==> src/verilog/mmt_pkg.sv <==
// Purpose: Shared constants and types for the multi-mode timer channel.
// Assumes: One 32-bit classic Wishbone slave port, word-aligned registers.
// Notes:   Counter width is a module parameter; these are the default layouts.

package mmt_pkg;

   // ***************************************************************
   // Register map (byte addresses)
   // ***************************************************************
   localparam logic [7:0] REG_CTRL = 8'h00;
   localparam logic [7:0] REG_COUNT = 8'h04;
   localparam logic [7:0] REG_RELOAD = 8'h08;
   localparam logic [7:0] REG_DUTY = 8'h0C;
   localparam logic [7:0] REG_STATUS = 8'h10;
   localparam logic [7:0] REG_MASK = 8'h14;

   // ***************************************************************
   // Widths and field positions
   // ***************************************************************
   localparam int CNT_W_DEF = 16;
   localparam int CTRL_W = 7;
   localparam int STAT_W = 1;
   localparam int STAT_REQ_BIT = 0;

   // ***************************************************************
   // Operating modes
   // ***************************************************************
   typedef enum logic [2:0] {
      MODE_TIMER   = 3'b000,
      MODE_EVENT   = 3'b001,
      MODE_ONESHOT = 3'b010,
      MODE_PWM     = 3'b011,
      MODE_MEASURE = 3'b100
   } mmt_mode_e;

   // Control register layout, bit 0 upward: mode, start, measWidth, countUp, freeRun
   typedef struct packed {
      logic freeRun;
      logic countUp;
      logic measWidth;
      logic start;
      mmt_mode_e mode;
   } mmt_ctrl_s;

   // ***************************************************************
   // Reset values
   // ***************************************************************
   localparam logic [CTRL_W-1:0] CTRL_RST = 7'h00;
   localparam logic [STAT_W-1:0] STAT_RST = 1'h0;
   localparam logic [STAT_W-1:0] MASK_RST = 1'h0;

endpackage

==> src/verilog/mmt_timer.sv <==
// Purpose: One general-purpose timer channel with timer, event counter,
//          one-shot, PWM and pulse period/width measurement modes.
// Assumes: Pin input is synchronous to clock; software on classic Wishbone.
// Notes:   The same channel serves as primary, measurement and auxiliary timer.
//
// The register addresses and the Wishbone slave port are this design's own decisions.

`timescale 1ns/10ps

module mmt_timer #(
   parameter int CNT_W = mmt_pkg::CNT_W_DEF
) (
   // Clock, reset and freeze
   input wire logic clock,
   input wire logic sys_rst,
   input wire logic clockEn,
   // Wishbone slave
   input wire logic wb_cyc_i,
   input wire logic wb_stb_i,
   input wire logic wb_we_i,
   input wire logic [7:0] wb_adr_i,
   input wire logic [3:0] wb_sel_i,
   input wire logic [31:0] wb_dat_i,
   output logic [31:0] wb_dat_o,
   output logic wb_ack_o,
   // Timer pin, three-signal form
   input wire logic timerPinIn,
   output logic timerPinOut,
   output logic timerPinOe,
   // Interrupt
   output logic irq
);

   // ***************************************************************
   // Parameter check
   // ***************************************************************
   if (CNT_W < 2 || CNT_W > 32) begin : gBadWidth
      $error("mmt_timer: CNT_W must lie between 2 and 32");
   end

   // ***************************************************************
   // Helpers
   // ***************************************************************
   // Byte-lane merge of a write onto the old register contents
   function automatic logic [31:0] mergeBytes(input logic [31:0] oldVal,
                                              input logic [31:0] newVal,
                                              input logic [3:0] sel);
      logic [31:0] res;
      res = oldVal;
      for (int b = 0; b < 4; b++) begin
         if (sel[b]) begin
            res[8*b +: 8] = newVal[8*b +: 8];
         end
      end
      return res;
   endfunction

   // Zero-extend a counter-width value onto the data bus
   function automatic logic [31:0] widen(input logic [CNT_W-1:0] v);
      logic [31:0] res;
      res = '0;
      res[CNT_W-1:0] = v;
      return res;
   endfunction

   // ***************************************************************
   // State
   // ***************************************************************
   mmt_pkg::mmt_ctrl_s ctrl;
   logic [CNT_W-1:0] count;
   logic [CNT_W-1:0] reloadVal;
   logic [CNT_W-1:0] duty;
   logic [mmt_pkg::STAT_W-1:0] status;
   logic [mmt_pkg::STAT_W-1:0] mask;
   logic reloadPend, osRun, firstSeen, pinPrev, outLevel;

   // Combinational terms
   mmt_pkg::mmt_ctrl_s newCtrl;
   logic [31:0] ctrlWord, countWord, dutyWord, maskWord;
   logic busWr, busRd;
   logic wrCtrl, wrCount, wrDuty, wrStatus, wrMask;
   logic startRise, startClr, modeSpur, measFlip, isMeasure, pinRise, pinFall, activeEdge;
   logic upDir, tick, wrapNow, osEnd, osStop, measReq, pwmFall, setReq;
   logic [CNT_W-1:0] next_count;
   logic next_reloadPend, next_outLevel;

   // ***************************************************************
   // Bus decode
   // ***************************************************************
   // A request is acted on once, at the edge where the acknowledge rises
   assign busWr = clockEn & wb_cyc_i & wb_stb_i & wb_we_i & ~wb_ack_o;
   assign busRd = clockEn & wb_cyc_i & wb_stb_i & ~wb_we_i & ~wb_ack_o;
   assign wrCtrl = busWr & ({wb_adr_i[7:2], 2'b00} == mmt_pkg::REG_CTRL);
   assign wrCount = busWr & ({wb_adr_i[7:2], 2'b00} == mmt_pkg::REG_COUNT);
   assign wrDuty = busWr & ({wb_adr_i[7:2], 2'b00} == mmt_pkg::REG_DUTY);
   assign wrStatus = busWr & ({wb_adr_i[7:2], 2'b00} == mmt_pkg::REG_STATUS);
   assign wrMask = busWr & ({wb_adr_i[7:2], 2'b00} == mmt_pkg::REG_MASK);

   // Merged write words for the control, count, duty and mask registers
   assign ctrlWord = mergeBytes({25'h0000000, ctrl}, wb_dat_i, wb_sel_i);
   assign countWord = mergeBytes(widen(count), wb_dat_i, wb_sel_i);
   assign dutyWord = mergeBytes(widen(duty), wb_dat_i, wb_sel_i);
   assign maskWord = mergeBytes({31'h00000000, mask}, wb_dat_i, wb_sel_i);
   assign newCtrl = mmt_pkg::mmt_ctrl_s'(ctrlWord[mmt_pkg::CTRL_W-1:0]);

   // ***************************************************************
   // Event decode
   // ***************************************************************
   // Start flag edges caused by software
   assign startRise = wrCtrl & ~ctrl.start & newCtrl.start;
   assign startClr = wrCtrl & ctrl.start & ~newCtrl.start;
   assign isMeasure = (ctrl.mode == mmt_pkg::MODE_MEASURE);

   assign modeSpur = wrCtrl & (newCtrl.mode != ctrl.mode)
                     & ((newCtrl.mode == mmt_pkg::MODE_ONESHOT)
                        | (newCtrl.mode == mmt_pkg::MODE_PWM))
                     & ((ctrl.mode == mmt_pkg::MODE_TIMER)
                        | (ctrl.mode == mmt_pkg::MODE_EVENT));

   assign measFlip = wrCtrl & isMeasure & ctrl.start
                     & (newCtrl.measWidth != ctrl.measWidth);

   // Pin edges; width measurement uses both edges, period only rising
   assign pinRise = timerPinIn & ~pinPrev;
   assign pinFall = ~timerPinIn & pinPrev;
   assign activeEdge = isMeasure & ctrl.start & (ctrl.measWidth ? (pinRise | pinFall) : pinRise);

   // Count direction and count enable per mode
   assign upDir = isMeasure | ((ctrl.mode == mmt_pkg::MODE_EVENT) & ctrl.countUp);
   always_comb begin
      case (ctrl.mode)
         mmt_pkg::MODE_TIMER: tick = ctrl.start;
         mmt_pkg::MODE_EVENT: tick = ctrl.start & pinRise;
         mmt_pkg::MODE_ONESHOT: tick = osRun;
         mmt_pkg::MODE_PWM: tick = ctrl.start;
         mmt_pkg::MODE_MEASURE: tick = ctrl.start;
         default: tick = 1'b0;
      endcase
   end

   // Wrap past the end of the range marks a reload instant
   assign wrapNow = tick & ~reloadPend & ~isMeasure
                    & (upDir ? (&count) : (count == '0));

   // One-shot terminal count and software stop
   assign osEnd = (ctrl.mode == mmt_pkg::MODE_ONESHOT) & osRun & wrapNow;
   assign osStop = (ctrl.mode == mmt_pkg::MODE_ONESHOT) & osRun & startClr;

   assign measReq = activeEdge & firstSeen;

   // ***************************************************************
   // Counter next value
   // ***************************************************************
   // Priority: software load when halted, one-shot stop, reload, capture, count
   always_comb begin
      next_count = count;
      next_reloadPend = 1'b0;
      if (wrCount && !ctrl.start) begin
         next_count = countWord[CNT_W-1:0];
      end else if (osStop) begin
         next_count = reloadVal;
      end else if (reloadPend && !(ctrl.mode == mmt_pkg::MODE_EVENT && ctrl.freeRun)) begin
         next_count = reloadVal;
      end else if (activeEdge) begin
         next_count = '0;
      end else if (tick && !reloadPend) begin
         if (upDir) begin
            next_count = count + 1'b1;
         end else begin
            next_count = count - 1'b1;
         end
         next_reloadPend = wrapNow;
      end
   end

   // CNT_W-bit counter, sixteen bits by default
   // Counter and reload-pending flag
   always_ff @(posedge clock) begin
      if (sys_rst) begin
         count <= '0;
         reloadPend <= 1'b0;
      end else if (clockEn) begin
         count <= next_count;
         reloadPend <= next_reloadPend;
      end
   end

   // ***************************************************************
   // Reload and duty registers
   // ***************************************************************
   // Count writes always reach the reload register; capture overrides in measurement
   always_ff @(posedge clock) begin
      if (sys_rst) begin
         reloadVal <= '0;
      end else if (clockEn) begin
         if (activeEdge) begin
            reloadVal <= count;
         end else if (wrCount) begin
            reloadVal <= countWord[CNT_W-1:0];
         end
      end
   end

   // PWM high time in counter ticks
   always_ff @(posedge clock) begin
      if (sys_rst) begin
         duty <= '0;
      end else if (clockEn && wrDuty) begin
         duty <= dutyWord[CNT_W-1:0];
      end
   end

   // ***************************************************************
   // Control register and mode flags
   // ***************************************************************
   // Software control word
   always_ff @(posedge clock) begin
      if (sys_rst) begin
         ctrl <= mmt_pkg::mmt_ctrl_s'(mmt_pkg::CTRL_RST);
      end else if (clockEn && wrCtrl) begin
         ctrl <= newCtrl;
      end
   end

   // One-shot run flag: armed by a start write, ended by terminal count or stop
   always_ff @(posedge clock) begin
      if (sys_rst) begin
         osRun <= 1'b0;
      end else if (clockEn) begin
         if (wrCtrl && newCtrl.mode != mmt_pkg::MODE_ONESHOT) begin
            osRun <= 1'b0;
         end else if (osEnd || osStop) begin
            osRun <= 1'b0;
         end else if (startRise && newCtrl.mode == mmt_pkg::MODE_ONESHOT) begin
            osRun <= 1'b1;
         end
      end
   end

   // Measurement first-edge tracking, cleared whenever counting is off
   always_ff @(posedge clock) begin
      if (sys_rst) begin
         firstSeen <= 1'b0;
      end else if (clockEn) begin
         if (!ctrl.start || startRise) begin
            firstSeen <= 1'b0;
         end else if (activeEdge) begin
            firstSeen <= 1'b1;
         end
      end
   end

   // Pin history for edge detection
   always_ff @(posedge clock) begin
      if (sys_rst) begin
         pinPrev <= 1'b0;
      end else if (clockEn) begin
         pinPrev <= timerPinIn;
      end
   end

   // ***************************************************************
   // Output pin
   // ***************************************************************
   // Next pin level per mode
   always_comb begin
      next_outLevel = 1'b0;
      case (ctrl.mode)
         mmt_pkg::MODE_ONESHOT: begin
            if (osEnd || osStop) begin
               next_outLevel = 1'b0;
            end else if (startRise) begin
               next_outLevel = 1'b1;
            end else begin
               next_outLevel = outLevel;
            end
         end
         mmt_pkg::MODE_PWM: begin
            next_outLevel = ctrl.start & ~startClr & (next_count < duty);
         end
         default: next_outLevel = 1'b0;
      endcase
   end

   // Pin level and drive enable
   always_ff @(posedge clock) begin
      if (sys_rst) begin
         outLevel <= 1'b0;
         timerPinOe <= 1'b0;
      end else if (clockEn) begin
         outLevel <= next_outLevel;
         timerPinOe <= (ctrl.mode == mmt_pkg::MODE_ONESHOT) | (ctrl.mode == mmt_pkg::MODE_PWM);
      end
   end
   assign timerPinOut = outLevel;

   // request only on a falling pulse
   assign pwmFall = (ctrl.mode == mmt_pkg::MODE_PWM) & outLevel & ~next_outLevel;

   // ***************************************************************
   // Interrupt status and mask
   // ***************************************************************
   // request on timer or event wrap, one-shot end or stop, PWM fall, measurement and mode change
   assign setReq = (wrapNow & ((ctrl.mode == mmt_pkg::MODE_TIMER)
                               | (ctrl.mode == mmt_pkg::MODE_EVENT)))
                   | osEnd | osStop | pwmFall | measReq | modeSpur | measFlip;

   // Sticky request; a new event wins over a same-cycle write-one clear
   always_ff @(posedge clock) begin
      if (sys_rst) begin
         status <= mmt_pkg::STAT_RST;
      end else if (clockEn) begin
         status[mmt_pkg::STAT_REQ_BIT] <= setReq
            | (status[mmt_pkg::STAT_REQ_BIT]
               & ~(wrStatus & wb_sel_i[0] & wb_dat_i[mmt_pkg::STAT_REQ_BIT]));
      end
   end

   // Interrupt mask, one enables the request onto the line
   always_ff @(posedge clock) begin
      if (sys_rst) begin
         mask <= mmt_pkg::MASK_RST;
      end else if (clockEn && wrMask) begin
         mask <= maskWord[mmt_pkg::STAT_W-1:0];
      end
   end

   // Level interrupt from masked sticky bits
   always_ff @(posedge clock) begin
      if (sys_rst) begin
         irq <= 1'b0;
      end else if (clockEn) begin
         irq <= |(status & mask);
      end
   end

   // ***************************************************************
   // Wishbone answer
   // ***************************************************************
   // One wait state; unmapped addresses answer zero and ignore writes
   always_ff @(posedge clock) begin
      if (sys_rst) begin
         wb_ack_o <= 1'b0;
         wb_dat_o <= 32'h00000000;
      end else if (clockEn) begin
         wb_ack_o <= wb_cyc_i & wb_stb_i & ~wb_ack_o;
         if (busRd) begin
            case ({wb_adr_i[7:2], 2'b00})
               mmt_pkg::REG_CTRL: wb_dat_o <= {25'h0000000, ctrl};
               mmt_pkg::REG_COUNT: wb_dat_o <= widen(count);
               mmt_pkg::REG_RELOAD: wb_dat_o <= widen(reloadVal);
               mmt_pkg::REG_DUTY: wb_dat_o <= widen(duty);
               mmt_pkg::REG_STATUS: wb_dat_o <= {31'h00000000, status};
               mmt_pkg::REG_MASK: wb_dat_o <= {31'h00000000, mask};
               default: wb_dat_o <= 32'h00000000;
            endcase
         end
      end
   end

endmodule // mmt_timer
==> config.mk <==
export PLATFORM = sky130hd
export DESIGN_NAME = mmt_timer
export DESIGN_NICKNAME = d
export VERILOG_FILES = /design/src/verilog/mmt_pkg.sv /design/src/verilog/mmt_timer.sv
export SDC_FILE = /design/constraint.sdc
export NUM_CORES = 1
export LEC_CHECK = 0
export ABC_AREA = 1
export BUFFER_PORTS_ARGS = -buffer_cell sky130_fd_sc_hd__clkbuf_2
export CAP_MARGIN = 20
export CORE_ASPECT_RATIO = 1.4
export CORE_MARGIN = 1
export CORE_UTILIZATION = 30
export DETAILED_ROUTE_END_ITERATION = 8
export PLACE_DENSITY = 0.55
export SLEW_MARGIN = 5
export SYNTH_ARGS = -nofsm -noshare
export SYNTH_HDL_FRONTEND = slang
export SYNTH_SLANG_ARGS = --single-unit
==> constraint.sdc <==
create_clock -name clock -period 5.2 [get_ports clock]
set_input_delay 0 -clock clock [delete_from_list [all_inputs] [get_ports clock]]
set_output_delay 0 -clock clock [all_outputs]
set_load 0.02 [all_outputs]
# After elaboration in Yosys (flattened, before gate mapping)

Cells that the tools add are included.

Flip-flop bits (word level): 97
Latch bits: 0
RAM bits: 0
Bits in read-only memories: 0
Input port bits: 51
Output and inout bits: 36
Word-level logic and storage cells: 163
Memories: 0

Add/sub/neg operators: 2
Multiply operators: 0
Div/mod/pow operators: 0
Order comparisons: 1
Eq/ne operators: 14
Shift operators: 0
Mux-type cells: 28
Bitwise gates (word level): 68
Reduce and logical (&&, ||, !) cells: 30

Operators with widths:

| kind                                                | count |
|---|---|
| two-way mux 16 bit                                  | 8 |
| one-hot mux 16 bit (6 select lines)                 | 1 |
| bitwise AND 1 bit                                   | 45 |
| adder 16 x 1 -> 16 bit (second input constant)      | 1 |
| logical NOT 16 bit                                  | 1 |
| less-than comparator 16 bit                         | 1 |
| two-way mux 8 bit                                   | 2 |
| AND reduction 16 bit                                | 1 |
| AND reduction 2 bit                                 | 8 |
| subtractor 16 x 1 -> 16 bit (second input constant) | 1 |
| two-way mux 1 bit                                   | 14 |
| == test 3 x 2 -> 1 bit (second input constant)      | 4 |
| == test 6 x 2 -> 1 bit (second input constant)      | 2 |
| == test 6 x 3 -> 1 bit (second input constant)      | 2 |
| OR 1 bit                                            | 12 |
| inverter 1 bit                                      | 11 |
| logical AND 1 bit                                   | 9 |
| == test 6 x 1 -> 1 bit (second input constant)      | 1 |
| logical NOT 6 bit                                   | 1 |
| two-way mux 5 bit                                   | 1 |
| nonzero test 2 bit                                  | 2 |
| == test 3 x 1 -> 1 bit (second input constant)      | 1 |
| == test 3 bit (second input constant)               | 1 |
| logical NOT 1 bit                                   | 3 |
| 9 further kinds                                     | 10 |

# Depth between registers and ports, before layout

Word-level depth: 20
Depth in mapped cells: 27
Mapped depth without buffers: 27

# Worst setup path before layout

OpenSTA, ideal clock, no wires.

Path kind: reg2reg
From: reg ctrl[1] (netlist name)
To: reg status
Library setup time: 0.131 ns
Arrival: 3.775 ns
Required time: 5.069 ns
Slack: 1.295 ns
Stages on the path, launching flop included: 27
Path buffers: 0
Period minus slack after synthesis: 3.905 ns
Path through: dfxtp_1 -> inv_2 -> nand2_1 -> nor2_1 -> nor2_1 -> ha_1 -> nand2_1 -> nand2_1 -> a31oi_1 -> inv_1 -> a21oi_1 -> o21ai_0 -> nand2_1 -> inv_1 -> o21ai_0 -> o211ai_1 -> a22o_1 -> inv_1 -> ha_1 -> nand2_1 -> nor2_1 -> a211oi_1 -> o21ai_0 -> a31oi_1 -> nand2_2 -> nand3_2 -> a21oi_2

Longest elaborated chain between the ends: 19
Elaborated cells on any way between the ends: 58
Those cells by class: order compare: 1; eq/ne: 7; mux: 11; bitwise: 32; reduce/logical: 7

RTL lines:

| element                                                           | RTL line                           | source |
|---|---|---|
| from (decl)                                                       | mmt_timer.sv:69                    | `mmt_pkg::mmt_ctrl_s ctrl;` |
| from (signal assigned)                                            | mmt_timer.sv:219                   | `ctrl <= mmt_pkg::mmt_ctrl_s'(mmt_pkg::CTRL_RST);` |
| from (signal assigned)                                            | mmt_timer.sv:221                   | `ctrl <= newCtrl;` |
| == test 3 bit (tied with other cells)                             | mmt_timer.sv:112, mmt_timer.sv:131 |  |
| OR reduction 3 bit (no line) or bitwise AND 1 bit (tied branches) | n/a                                |  |
| one-hot mux 1 bit (3 select lines) or OR 1 bit (tied branches)    | mmt_timer.sv:131, mmt_timer.sv:129 |  |
| logical AND 1 bit or two-way mux 16 bit (tied branches)           | mmt_timer.sv:166, mmt_timer.sv:167 |  |
| two-way mux 16 bit                                                | mmt_timer.sv:166                   | `end else if (tick && !reloadPend) begin` |
| two-way mux 16 bit                                                | mmt_timer.sv:164                   | `end else if (activeEdge) begin` |
| two-way mux 16 bit                                                | mmt_timer.sv:162                   | `end else if (reloadPend && !(ctrl.mode == mmt_pkg::MODE_EVENT && ctrl.freeRun)) begin` |
| two-way mux 16 bit (*)                                            | mmt_timer.sv:160                   | `end else if (osStop) begin` |
| two-way mux 16 bit (*)                                            | mmt_timer.sv:158                   | `if (wrCount && !ctrl.start) begin` |
| net next_count[10]                                                | mmt_timer.sv:84                    | `logic [CNT_W-1:0] next_count;` |
| less-than comparator 16 bit (*)                                   | mmt_timer.sv:279                   | `next_outLevel = ctrl.start & ~startClr & (next_count < duty);` |
| bitwise AND 1 bit (*)                                             | mmt_timer.sv:279                   |  |
| one-hot mux 1 bit (2 select lines) (*)                            | mmt_timer.sv:268                   | `case (ctrl.mode)` |
| inverter 1 bit (*)                                                | mmt_timer.sv:298                   | `assign pwmFall = (ctrl.mode == mmt_pkg::MODE_PWM) & outLevel & ~next_outLevel;` |
| bitwise AND 1 bit (*)                                             | mmt_timer.sv:298                   |  |
| OR 1 bit (*) (4 in a row)                                         | mmt_timer.sv:306                   | `\| osEnd \| osStop \| pwmFall \| measReq \| modeSpur \| measFlip;` |
| OR 1 bit (*)                                                      | mmt_timer.sv:314                   | `\| (status[mmt_pkg::STAT_REQ_BIT]` |
| to (signal assigned)                                              | mmt_timer.sv:311                   | `status <= mmt_pkg::STAT_RST;` |
| to (signal, indexed assignment)                                   | mmt_timer.sv:313                   | `status[mmt_pkg::STAT_REQ_BIT] <= setReq` |
| to (decl)                                                         | mmt_timer.sv:73                    | `logic [mmt_pkg::STAT_W-1:0] status;` |

The timed path passes the listed nets; every way through them passes the cells marked *.
A chain may end at the register's enable or synchronous reset.

# Worst setup path after layout

From: reg ctrl[0] (netlist name)
To: reg status

The elaborated chain is that of the path after synthesis.

==> run_results.csv <==
group,metric,value,unit
die,die_x,117,um
clock_network,clk_pin_slew,0.07,ns
critical_path,worstPathRequired,5.41,ns
critical_path,slowest_stage,"nor2_1",
power,p_per_area,251,nW/um2
critical_path,path_class,"flop to flop",
critical_path,cpPeakStageDelay,0.48,ns
die,num_io_pins,87,
synthesis,ys_async_sr_fraction,0,
detailed_routing,routed.top_layer,"met4",
timing,fin_crit_sh,0.863,
hold_path,hold_class,"primary input to flop",
critical_path,worstSetupStartpoint,"ctrl[0]",
synthesis,syn_area,5510,um2
detailed_routing,vias,5782,
detailed_routing,routed_via_density,5.21,
clock_network,cts_sinks,81,
clock_network,clk_latency,0.34,ns
die,initial_core_util,0.306,
layout,syn2layout_area_growth,15.1,%
die,coreArea,18000,um2
global_routing,grt_start_max_net_pins,43,
detailed_routing,dr.pass1.iters,5,
synthesis,ys_warn_count,0,
job,max-cap-violations,0,
layout,final_cells,1110,
power,ir_drop,0.200,mV
detailed_routing,wl_met2,9520,um
placement,dp.cells,1083,
detailed_routing,ant_nets,0,
timing,layout_min_cycle_time,4.49,ns
global_routing,antenna_found_initial,0,
global_routing,overflow,0,
critical_path,r2r_cells,26,
clock_network,clockBufferDepth,2,
detailed_routing,drt_iter0_drc,383,
critical_path,reg2reg_to,"status",
global_routing,first_global_vias,5449,
placement,gp_congestion,0.846,
layout,nets,947,
critical_path,endpoint,"status",
layout,regArea,1620,um2
synthesis,synth_edf_count,0,
synthesis,synth_area_leaders,"dfxtp_1 (29%), a21oi_1 (9.7%), nand2_1 (8.9%)",
timing,hold_viol_final,2,
synthesis,post-synth-top-area-cell,"dfxtp_1",
clock_network,cts_tree,"yes",
synthesis,synthCells,822,
die,die_area,18900,um2
layout,multi_input_area,3330,um2
synthesis,synth-main-ff-cell,"dfxtp_1",
timing,fin_tns_setup,0,ns
synthesis,synthTopCellsByCount,"nand2_1 (131), a21oi_1 (107), nor2_1 (96)",
synthesis,yosysTopAreaCellShare,0.294,
die,rows,58,
timing,finClkSkew,0.00651,ns
synthesis,ys_seq_area_frac,0.294,
critical_path,r2r_start,"ctrl[0]",
critical_path,cp-end-kind,"flop",
run_status,violations,"negative hold slack",
critical_path,worstPathBufferInverterCount,6,
layout,final_layout_size_suffix_gt1_frac,0.118,
global_routing,grt_pass1_wl,29500,um
critical_path,cp_top_family,"compound AO/OA/AOI/OAI gates",
global_routing,grtUsageTotal,0.207,
synthesis,ys_ff_latch,81,
timing,slew_violations,0,
critical_path,crit_path_max_fanout,10,
die,die_y,162,um
timing,tightest_slew,0.821,ns
timing,fmax,0.223,GHz
synthesis,synth.most_common_cell,"nand2_1",
clock_network,cts_buffers,9,
layout,filler_cell_count,1995,
synthesis,synth_cell_type_count,49,
clock_network,cts_htree_levels,3,
detailed_routing,wl_met1,7770,um
placement,post-dp-hpwl,13400,um
detailed_routing,wl_met3,898,um
detailed_routing,totalWireLength,18900,um
clock_network,clock-root-buffer,"clkbuf_16",
power,power.leakage,0.00268,uW
timing,relSlewSlack,0.452,
clock_network,cts_resized,0,
synthesis,syn_area_per_cell,6.70,um2
timing,worst_hold_slack,-0.00485,ns
critical_path,timing.reg2reg.setup_slack,0.71,ns
detailed_routing,drc,0,
critical_path,arrival,4.70,ns
critical_path,crit_cells,26,
timing,finalSetupViolCount,0,
critical_path,worstSetupStartpointType,"flop",
timing,grt_setup_unrepaired,"no",
placement,port_buffers,50,
layout,num_antenna_cells,0,
detailed_routing,avgRoutedWirePerCell,17.0,um
run_status,status,"complete, but fails checks",
-- where the power goes --
part | internal [uW] | total, uW | leakage [uW] | switching [uW]
Sequential | 631 | 645 | 0.000657 | 14.0
Clock | 402 | 693 | 0.000156 | 291
Combinational | 88.5 | 256 | 0.00187 | 168
-- cell families (layout without fill, tap and decap cells) --
family                     after synthesis  in the layout  share of synthesized area
adders and majority gates               31             31                     0.0718
AOI/OAI and AO/OA                      276            276                      0.292
DFF                                     81             81                      0.294
and+or+nand+nor                        280            280                      0.218
buffers and inverters                  147            180                      0.113
xor gates and xnor gates                 6              6                    0.00954
other                                    1             16                   0.000681
-- area by class of cell --
type                       count  share of cell area
multi-input combinational    609               0.525
clock inverter                 5             0.00967
sequential                    81               0.256
inverter                      95              0.0563
tap                          240              0.0474
clock buffer                  11              0.0399
timing repair buffer          69              0.0663
-- flip-flops by register name, indices dropped and copies added (netlist names), 7 cells and up --
name	cells
count	16
ctrl	7
duty	16
reloadVal	16
wb_dat_o	16
-- worst min path at each step --
stage                 start        to  slack (ns)  depth (start not counted)
3_5_place_dp    wb_dat_i[0]      mask        0.27                          3
3_3_place_gp    wb_dat_i[0]      mask        0.26                          3
6_report        wb_dat_i[8]   duty[8]      -0.005                          3
5_1_grt        wb_dat_i[15]  duty[15]        0.02                          3
4_1_cts        wb_dat_i[15]  duty[15]       0.002                          3
2_1_floorplan   wb_dat_i[0]      mask        0.14                          2
-- metrics by stage --
step / setup WS [ns] / util / hold WS (ns) / total power (uW) / area (um2)
2_1_floorplan: 1.29 / - / 0.141 / 841 / 5560
3_3_place_gp: 0.781 / 0.329 / 0.259 / 905 / 5910
3_5_place_dp: 0.800 / 0.329 / 0.267 / 906 / 5910
4_1_cts: 0.771 / 0.352 / 0.00155 / 1600 / 6340
5_1_grt: 0.298 / 0.352 / 0.0218 / 1670 / 6340
6_report: 0.712 / 0.352 / -0.00485 / 1590 / 6340
-- layout by cell type, fill, tap and decap left out, types with 4 or more instances in the layout --
master / n
nand2_1: 131
a21oi_1: 107
nor2_1: 96
inv_1: 85
dfxtp_1: 81
o21ai_0: 80
clkbuf_2: 50
a211oi_1: 30
ha_1: 30
nand3_1: 16
conb_1: 16
a22oi_1: 12
nand4_1: 12
dlygate4sd3_1: 11
inv_2: 10
o211ai_1: 9
clkbuf_16: 9
o221ai_1: 8
buf_4: 8
o22ai_1: 6
o21ai_1: 5
nor2_2: 4
nor3_1: 4
nor4_1: 4
-- repair_timing --
item | in CTS | in global routing
endpoints found under the hold margin | 11 | 0
hold buffers | 11 | 0
setup buffers | 0 | 0
-- worst min-delay path, delay by kind of cell --
family	cells	cell delay, ns
AOI/OAI and AO/OA	2	0.20
buffers and inverters	1	0.10
-- routing by layer --
metal / track usage / vias up
met5: 0 / -
met2: 0.367 / 185
met1: 0.243 / 2670
met3: 0.0246 / 48
li1: - / 2879
met4: 0.0932 / 0
Note: power is estimated with default switching activity, not from simulation.
